**config.mk**
```make
export PLATFORM = sky130hd
export DESIGN_NAME = serdes_lane_config_regs
export DESIGN_NICKNAME = d
export VERILOG_FILES = /design/src/hw/serdes_cfg_pkg.sv /design/src/hw/serdes_lane_config_regs.sv
export SDC_FILE = /design/constraint.sdc
export NUM_CORES = 1
export LEC_CHECK = 0
export BUFFER_PORTS_ARGS = -buffer_cell sky130_fd_sc_hd__buf_2
export CELL_PAD_IN_SITES_DETAIL_PLACEMENT = 0
export CELL_PAD_IN_SITES_GLOBAL_PLACEMENT = 2
export CORE_MARGIN = 2
export CORE_UTILIZATION = 37
export DETAILED_ROUTE_END_ITERATION = 6
export HOLD_SLACK_MARGIN = 0.06
export PLACE_DENSITY = 0.83
export REMOVE_ABC_BUFFERS = 1
export SETUP_SLACK_MARGIN = 0.5
export SYNTH_ARGS = -nofsm -noshare
export SYNTH_HDL_FRONTEND = slang
export SYNTH_SLANG_ARGS = --single-unit
```
**constraint.sdc**
```tcl
create_clock -name I_CLK -period 7.09 [get_ports I_CLK]
set_input_delay 0.709 -clock I_CLK [delete_from_list [all_inputs] [get_ports I_CLK]]
set_output_delay 0.709 -clock I_CLK [all_outputs]
set_load 0.05 [all_outputs]
```
**src/hw/serdes_cfg_pkg.sv**
```systemverilog
package serdes_cfg_pkg;
    // management device holding this bank
    localparam logic [4:0]  MMD_ADDR            = 5'h1E;
    // register addresses inside that device
    localparam logic [15:0] ADDR_FAST_TX_TAPS   = 16'h0005;
    localparam logic [15:0] ADDR_SLOW_PLL_CFG   = 16'h0006;
    localparam logic [15:0] ADDR_SLOW_DRIVE_CFG = 16'h0007;
    // reset values
    localparam logic [15:0] RST_FAST_TX_TAPS    = 16'h2000;
    localparam logic [15:0] RST_SLOW_PLL_CFG    = 16'hF115;
    localparam logic [15:0] RST_SLOW_DRIVE_CFG  = 16'hDC04;
    // field positions
    localparam int          PRE_LSB             = 4;
    localparam int          POST2_LSB           = 0;
    localparam int          MASK_LSB            = 12;
    localparam int          LOOP_BW_LSB         = 8;
    // loop bandwidth encodings
    localparam logic [1:0]  LOOP_BW_NO_CLEANER  = 2'h1;
    localparam logic [1:0]  LOOP_BW_CLEANER     = 2'h2;
    // management frame opcodes
    localparam logic [1:0]  OP_ADDRESS          = 2'h0;
    localparam logic [1:0]  OP_WRITE            = 2'h1;
    localparam logic [1:0]  OP_READ_INC         = 2'h2;
    localparam logic [1:0]  OP_READ             = 2'h3;
    // frame field lengths; data is given as its 16 bits less one, the last count value
    localparam logic [5:0]  PREAMBLE_BITS       = 6'h20;
    localparam logic [3:0]  HDR_BITS            = 4'hC;
    localparam logic [3:0]  DATA_BITS           = 4'hF;
    typedef enum {
        S_PRE,
        S_ST,
        S_HDR,
        S_TA,
        S_DATA
    } mdio_state_t;
endpackage

```
**src/hw/serdes_lane_config_regs.sv**
```systemverilog
// Notes on behaviour
// - precursor code: top bit sign, low three bits magnitude in 2.5 percent steps
// - second postcursor code 0111 is +17.5 percent, 1111 is -17.5 percent
// - lane select mask sits in config bits 15:12, one bit per lane, resets 1111
// - gated writes update every lane whose mask bit is set, others untouched
// - gated reads return the one lane named by a one-hot mask
// - loop bandwidth field 9:8 resets to 01; 10 with cleaner pll; 00, 11 reserved
// - gated lane registers live in device 1E; register 0007 resets DC04 per lane
`timescale 1ns/1ps
`default_nettype none
module serdes_lane_config_regs #(
    parameter logic [4:0] PORT_ADDR = 5'h00,
    parameter int         LANES     = 4
) (
    input  wire logic                 I_CLK,
    input  wire logic                 I_SYS_RST,
    input  wire logic                 i_mdc,
    input  wire logic                 i_mdio,
    output logic                      o_mdio,
    output logic                      o_mdio_oe_n,
    output logic [3:0]                o_fast_tx_precursor_weight,
    output logic [3:0]                o_fast_tx_second_postcursor_weight,
    output logic [1:0]                o_slow_side_pll_loop_bw,
    output logic [LANES-1:0]          o_slow_lane_select_mask,
    output logic [16*LANES-1:0]       o_slow_side_drive_config
);
    serdes_cfg_pkg::mdio_state_t state_r;
    logic                 mdc_q_r;
    logic                 rise;
    logic [5:0]           pre_cnt_r;
    logic [3:0]           cnt_r;
    logic [11:0]          hdr_r;
    logic [15:0]          sh_r;
    logic [15:0]          addr_r;
    logic                 hit_r;
    logic                 rd_r;
    logic [1:0]           op_r;
    logic                 wr_pulse;
    logic [15:0]          wr_data;
    logic [15:0]          fast_taps_r;
    logic [15:0]          slow_cfg_r;
    logic [15:0]          lane_r [LANES];
    logic [15:0]          rdata;
    logic [LANES-1:0]     mask;
    logic                 hdr_hit;

    // sign-magnitude tap code to two's complement in 2.5 percent units
    function automatic logic [3:0] tap_decode(input logic [3:0] code);
        logic [3:0] mag;
        mag = {1'b0, code[2:0]};
        tap_decode = code[3] ? 4'(-mag) : mag;
    endfunction

    assign rise    = i_mdc & ~mdc_q_r;
    assign mask    = slow_cfg_r[serdes_cfg_pkg::MASK_LSB +: LANES];
    assign hdr_hit = (hdr_r[8:4] == PORT_ADDR) &&
                     ({hdr_r[3:0], i_mdio} == serdes_cfg_pkg::MMD_ADDR);

    always_ff @(posedge I_CLK or posedge I_SYS_RST) begin
        if (I_SYS_RST) begin
            mdc_q_r <= 1'b0;
        end else begin
            mdc_q_r <= i_mdc;
        end
    end

    // frame receiver and responder, all steps on rising edges of the management clock
    always_ff @(posedge I_CLK or posedge I_SYS_RST) begin
        if (I_SYS_RST) begin
            state_r     <= serdes_cfg_pkg::S_PRE;
            pre_cnt_r   <= 6'h00;
            cnt_r       <= 4'h0;
            hdr_r       <= 12'h000;
            sh_r        <= 16'h0000;
            hit_r       <= 1'b0;
            rd_r        <= 1'b0;
            op_r        <= 2'h0;
            o_mdio      <= 1'b1;
            o_mdio_oe_n <= 1'b1;
        end else if (rise) begin
            case (state_r)
                serdes_cfg_pkg::S_PRE: begin
                    if (i_mdio) begin
                        if (pre_cnt_r != serdes_cfg_pkg::PREAMBLE_BITS) begin
                            pre_cnt_r <= pre_cnt_r + 6'h01;
                        end
                    end else if (pre_cnt_r == serdes_cfg_pkg::PREAMBLE_BITS) begin
                        state_r <= serdes_cfg_pkg::S_ST;
                    end else begin
                        pre_cnt_r <= 6'h00;
                    end
                end
                serdes_cfg_pkg::S_ST: begin
                    pre_cnt_r <= 6'h00;
                    cnt_r     <= 4'h0;
                    // only the extended-address start code is answered
                    state_r   <= i_mdio ? serdes_cfg_pkg::S_PRE : serdes_cfg_pkg::S_HDR;
                end
                serdes_cfg_pkg::S_HDR: begin
                    hdr_r <= {hdr_r[10:0], i_mdio};
                    cnt_r <= cnt_r + 4'h1;
                    if (cnt_r == serdes_cfg_pkg::HDR_BITS - 4'h1) begin
                        hit_r   <= hdr_hit;
                        op_r    <= hdr_r[10:9];
                        rd_r    <= hdr_r[10];
                        cnt_r   <= 4'h0;
                        state_r <= serdes_cfg_pkg::S_TA;
                    end
                end
                serdes_cfg_pkg::S_TA: begin
                    cnt_r <= cnt_r + 4'h1;
                    if (cnt_r == 4'h0) begin
                        if (rd_r && hit_r) begin
                            o_mdio      <= 1'b0;
                            o_mdio_oe_n <= 1'b0;
                        end
                    end else begin
                        cnt_r   <= 4'h0;
                        state_r <= serdes_cfg_pkg::S_DATA;
                        if (rd_r && hit_r) begin
                            o_mdio <= rdata[15];
                            sh_r   <= {rdata[14:0], 1'b0};
                        end
                    end
                end
                serdes_cfg_pkg::S_DATA: begin
                    cnt_r <= cnt_r + 4'h1;
                    if (rd_r) begin
                        // a foreign read must not disturb the idle level of the line
                        if (hit_r) begin
                            o_mdio <= sh_r[15];
                        end
                        sh_r   <= {sh_r[14:0], 1'b0};
                    end else begin
                        sh_r <= {sh_r[14:0], i_mdio};
                    end
                    if (cnt_r == serdes_cfg_pkg::DATA_BITS) begin
                        o_mdio      <= 1'b1;
                        o_mdio_oe_n <= 1'b1;
                        state_r     <= serdes_cfg_pkg::S_PRE;
                    end
                end
                default: begin
                    state_r <= serdes_cfg_pkg::S_PRE;
                end
            endcase
        end
    end

    assign wr_pulse = rise && (state_r == serdes_cfg_pkg::S_DATA) && !rd_r && hit_r &&
                      (cnt_r == serdes_cfg_pkg::DATA_BITS);
    assign wr_data  = {sh_r[14:0], i_mdio};

    // address register; read-increment steps it once the word has gone out
    always_ff @(posedge I_CLK or posedge I_SYS_RST) begin
        if (I_SYS_RST) begin
            addr_r <= 16'h0000;
        end else if (wr_pulse && op_r == serdes_cfg_pkg::OP_ADDRESS) begin
            addr_r <= wr_data;
        end else if (rise && hit_r && state_r == serdes_cfg_pkg::S_DATA &&
                     op_r == serdes_cfg_pkg::OP_READ_INC &&
                     cnt_r == serdes_cfg_pkg::DATA_BITS) begin
            addr_r <= addr_r + 16'h0001;
        end
    end

    always_ff @(posedge I_CLK or posedge I_SYS_RST) begin
        if (I_SYS_RST) begin
            fast_taps_r <= serdes_cfg_pkg::RST_FAST_TX_TAPS;
            slow_cfg_r  <= serdes_cfg_pkg::RST_SLOW_PLL_CFG;
        end else if (wr_pulse && op_r == serdes_cfg_pkg::OP_WRITE) begin
            // reserved bits are stored as written; keeping them zero is up to software
            if (addr_r == serdes_cfg_pkg::ADDR_FAST_TX_TAPS) begin
                fast_taps_r <= wr_data;
            end
            if (addr_r == serdes_cfg_pkg::ADDR_SLOW_PLL_CFG) begin
                slow_cfg_r <= wr_data;
            end
        end
    end

    genvar g;
    generate
        for (g = 0; g < LANES; g++) begin : g_lane
            always_ff @(posedge I_CLK or posedge I_SYS_RST) begin
                if (I_SYS_RST) begin
                    lane_r[g] <= serdes_cfg_pkg::RST_SLOW_DRIVE_CFG;
                end else if (wr_pulse && op_r == serdes_cfg_pkg::OP_WRITE &&
                             addr_r == serdes_cfg_pkg::ADDR_SLOW_DRIVE_CFG && mask[g]) begin
                    lane_r[g] <= wr_data;
                end
            end
            always_ff @(posedge I_CLK or posedge I_SYS_RST) begin
                if (I_SYS_RST) begin
                    o_slow_side_drive_config[16*g +: 16] <= serdes_cfg_pkg::RST_SLOW_DRIVE_CFG;
                end else begin
                    o_slow_side_drive_config[16*g +: 16] <= lane_r[g];
                end
            end
        end
    endgenerate

    // gated read: a non one-hot mask yields zero, which the host must ignore
    always_comb begin
        rdata = 16'h0000;
        case (addr_r)
            serdes_cfg_pkg::ADDR_FAST_TX_TAPS: rdata = fast_taps_r;
            serdes_cfg_pkg::ADDR_SLOW_PLL_CFG: rdata = slow_cfg_r;
            serdes_cfg_pkg::ADDR_SLOW_DRIVE_CFG: begin
                for (int i = 0; i < LANES; i++) begin
                    if (mask == LANES'(1 << i)) begin
                        rdata = lane_r[i];
                    end
                end
            end
            default: rdata = 16'h0000;
        endcase
    end

    always_ff @(posedge I_CLK or posedge I_SYS_RST) begin
        if (I_SYS_RST) begin
            o_fast_tx_precursor_weight         <= 4'h0;
            o_fast_tx_second_postcursor_weight <= 4'h0;
            o_slow_side_pll_loop_bw            <= serdes_cfg_pkg::LOOP_BW_NO_CLEANER;
            o_slow_lane_select_mask            <= {LANES{1'b1}};
        end else begin
            o_fast_tx_precursor_weight <=
                tap_decode(fast_taps_r[serdes_cfg_pkg::PRE_LSB +: 4]);
            o_fast_tx_second_postcursor_weight <=
                tap_decode(fast_taps_r[serdes_cfg_pkg::POST2_LSB +: 4]);
            o_slow_side_pll_loop_bw <= slow_cfg_r[serdes_cfg_pkg::LOOP_BW_LSB +: 2];
            o_slow_lane_select_mask <= mask;
        end
    end
endmodule
`default_nettype wire

```
==> results by group <==
Power and ir drop
  • Psw: 888.9 uW
  • PD cells: 277.2 nW/um^2
  • Final Power: 3276 uW
  • Sequential share of power: 50.0%
  • Clock network power share: 40.4%
  • Switching power share of the total: 27.14%
  • Logic pwr share: 9.5%
  • Static leakage: 0.005631 uW
  • Peak supply drop: 0.1716 mV
  • Internal power: 2387 uW

Floorplanning
  • Die H: 170.6 um
  • Die width: 170.6 um
  • Core area: 27100 um^2
  • Boundary Pins: 84
  • Row Count: 60
  • Die ar.: 29110 um^2
  • Starting Density: 37.91%

Routing
  • Avg Vias per Cell: 5.069
  • Post-route ant nets: 0
  • Initial DRC Count: 441
  • DRT Pass-1 Iters: 5
  • Via count: 6498
  • Drt total wl: 22810 um
  • Routed length per instance: 17.79 um
  • Post-route DRC: 0

Setup path
  • Setup CP Type: flop to flop
  • Critical Path, Cell by Cell: nor4_2, and4_1, and3_1, o211ai_1, a31oi_1
  • Setup crit start: addr_r[5]$_DFFE_PP0P_
  • Worst reg-to-reg path cell count: 5
  • Arr. time, crit path: 3160 ps
  • RR Startpoint: addr_r[5]$_DFFE_PP0P_
  • Worst Setup Start Kind: flop
  • WP buf/inv: 0
  • Slowest cell on the critical path: and4_1
  • Crit path max-delay family: simple AND/OR/NAND/NOR gates
  • Largest stage delay, worst path: 660 ps
  • Critical path fanouts, max: 15
  • Crit path capture type: flop
  • Worst reg-to-reg setup slack: 4380 ps
  • R2R Path End: sh_r[14]$_DFFE_PP0P_
  • Worst path required time: 7540 ps

Hold path
  • Hold Path Sink: mdc_q_r$_DFF_PP0_
  • WHS Path Cells: 1
  • Hold WC Path Type: input port to flop
  • HP Start: i_mdc

Final layout
  • FILL cells: 2514
  • Fraction of layout cells with a size suffix above 1: 35.16%
  • Number of diodes: 0
  • Area grow syn2layout: 15.00%
  • Final nets: 904

Clock network
  • Setup bufs post-CTS: 0
  • CTS H-tree lvls: 1
  • Post-cts sizing count: 0
  • Clk sinks: 236
  • Worst-Skew Late Latency: 530 ps
  • CTS Buf Count: 25
  • Root buf cell: clkbuf_16
  • CTS tree: yes
  • CTS max path bufs: 3
  • Clk slew on worst S/H paths: 60 ps
  • Cts hold-fix bufs: 0

Timing
  • Final Max Tran Viols: 0
  • Worst Skew: 24.72 ps
  • # setup viols final: 0
  • Hold Vio Cnt, Final: 0
  • Headroom to the max-slew limit: 28.27%
  • Final hold slack: 341.0 ps
  • RSZ-0062 raised after global routing: no
  • Final cycle utilization of the critical path: 38.17%
  • F_max: 369.5 MHz
  • Worst Tran Pin Value: 1076 ps
  • Tmin final: 2706 ps
  • Setup TNS: 0 ps

Synthesis
  • Simple logic cell fraction of the synthesized area: 10.95%
  • Top FF cell, synth: dfrtp_1
  • Ranking of synthesized cells by area: dfrtp_1, dfstp_2, mux2_2
  • Top cells by count, synth: dfrtp_1, nand2_1, mux2_2, dfstp_2, a21oi_1
  • Syn Area/Cell: 12.36 um^2
  • FF+latch count, synth: 236
  • Largest family of logic cells by synthesized area: multiplexers
  • Seq/Total Area, Yosys: 58.26%
  • Post-synth EDFFs: 0
  • Synth cell types: 59
  • Mux share of post-synthesis cell area: 14.37%
  • Top-count cell post-synth: dfrtp_1
  • Synth warn: 0
  • Largest area contributor in the netlist: dfrtp_1
  • Post-synthesis compound-gate area fraction: 11.46%
  • Ys async rst share: 100.0%
  • Synth Area in XOR/XNOR: 0.5968%
  • Top-area cell type share of the netlist area: 41.90%
  • Cells after Synth: 831
  • Post-Synth Adder-Cell Area: 1.096%
  • Mapped Area: 10270 um^2

Place
  • HPWL Detailed: 14920 um
  • Port buffer count: 83
  • Gpl congestion: 0.7551

GRT
  • GR Overflow Total: 0
  • Vias in the first global route: 6594
  • Gr usage total: 16.08%
  • Initial antenna violation count: 0
  • First-pass GRT wire length: 37260 um
  • Largest net degree at the start of global routing: 150

Run status
  • Status: finished, final reports clean

Run
  • Number of max-cap violations: 0
==> through the flow <==
step	cells	worst slack (ps)	instance area, um^2	util [%]
after global routing	1282	4134	11820	43.60
after floorplan	773	12.22	10010	-
final	1282	4384	11820	43.60
after CTS	1282	4327	11820	43.60
after detailed placement	1236	3983	10970	40.47
after global placement	1236	4071	10970	40.47
==> worst register-to-register path: stages (launching register included) <==
cell      delay (ps)
dfrtp_1          460
nor4_2           410
and4_1           660
and3_1           650
o211ai_1         260
a31oi_1          200
==> worst max path at each step <==
stage	end	slack, ps	cells after the start
3_5_place_dp	lane_r[7]$_DFFE_PP0P_	3980	6
6_report	sh_r[14]$_DFFE_PP0P_	4380	5
2_1_floorplan	addr_r[0]$_DFFE_PP0P_	10	1
3_3_place_gp	lane_r[9]$_DFFE_PP0P_	4070	6
5_1_grt	sh_r[10]$_DFFE_PP0P_	4130	5
4_1_cts	sh_r[14]$_DFFE_PP0P_	4330	5
==> cells by family (layout without fill, tap and decap cells) <==
logic type | count (synthesis) | count (layout)
compound gates | 178 | 178
xor+xnor | 7 | 7
fa+ha+maj | 9 | 9
buf+inv | 78 | 157
flops | 236 | 236
mux | 119 | 119
simple gates | 204 | 204
==> routing by layer <==
layer	GRT usage, %	wire length, um	vias to the layer above
li1	-	-	3100
met3	2.545	786	24
met4	3.493	368	0
met1	23.06	11360	3247
met2	25.73	10300	127
met5	0	0	-
==> area by class of cell <==
type                       instances  area [um^2]  share of cell area, %
inverter                          20        82.58                 0.6989
clock inverter                    14        166.4                  1.408
multi-input combinational        517         3958                  33.50
tap                              372        465.4                  3.939
clock buffer                      32        681.9                  5.771
sequential                       236         5986                  50.66
timing repair buffer              91        475.5                  4.024
==> cells in the final DEF, fill, tap and decap left out, types with 10 or more instances in the layout <==
master     instances
inv_1             19
clkbuf_16         25
mux2_2            68
mux2i_1           11
mux2_4            40
buf_2             83
a22oi_1           10
nand2b_1          20
nand2_1           75
o211ai_1          10
a21oi_1           45
o21ai_0           32
nand4_1           10
a2bb2oi_1         12
nor2b_1           11
dfstp_2           64
a31oi_1           15
a22o_1            14
dfrtp_1          172
nor2_1            22
nand3_1           16
==> power groups by stage <==
stage	logic [uW]	registers, uW	clock network, uW
after detailed placement	315	1660	0
after CTS	316	1640	1360
after global routing	355	1660	1420
final	311	1640	1320
after floorplan	241	1580	0
after global placement	309	1660	0
==> state kept, by name (all words and copies together), names as in the netlist, 2 cells and up <==
| signal | cells |
|---|---|
| o_slow_side_pll_loop_bw | 2 |
| lane_r | 64 |
| state_r | 3 |
| sh_r | 16 |
| cnt_r | 4 |
| hdr_r | 11 |
| addr_r | 16 |
| o_fast_tx_second_postcursor_weight | 4 |
| o_slow_lane_select_mask | 4 |
| o_slow_side_drive_config | 64 |
| slow_cfg_r | 16 |
| o_fast_tx_precursor_weight | 4 |
| fast_taps_r | 16 |
| pre_cnt_r | 6 |
No activity file was read; power rests on OpenSTA's default activity.
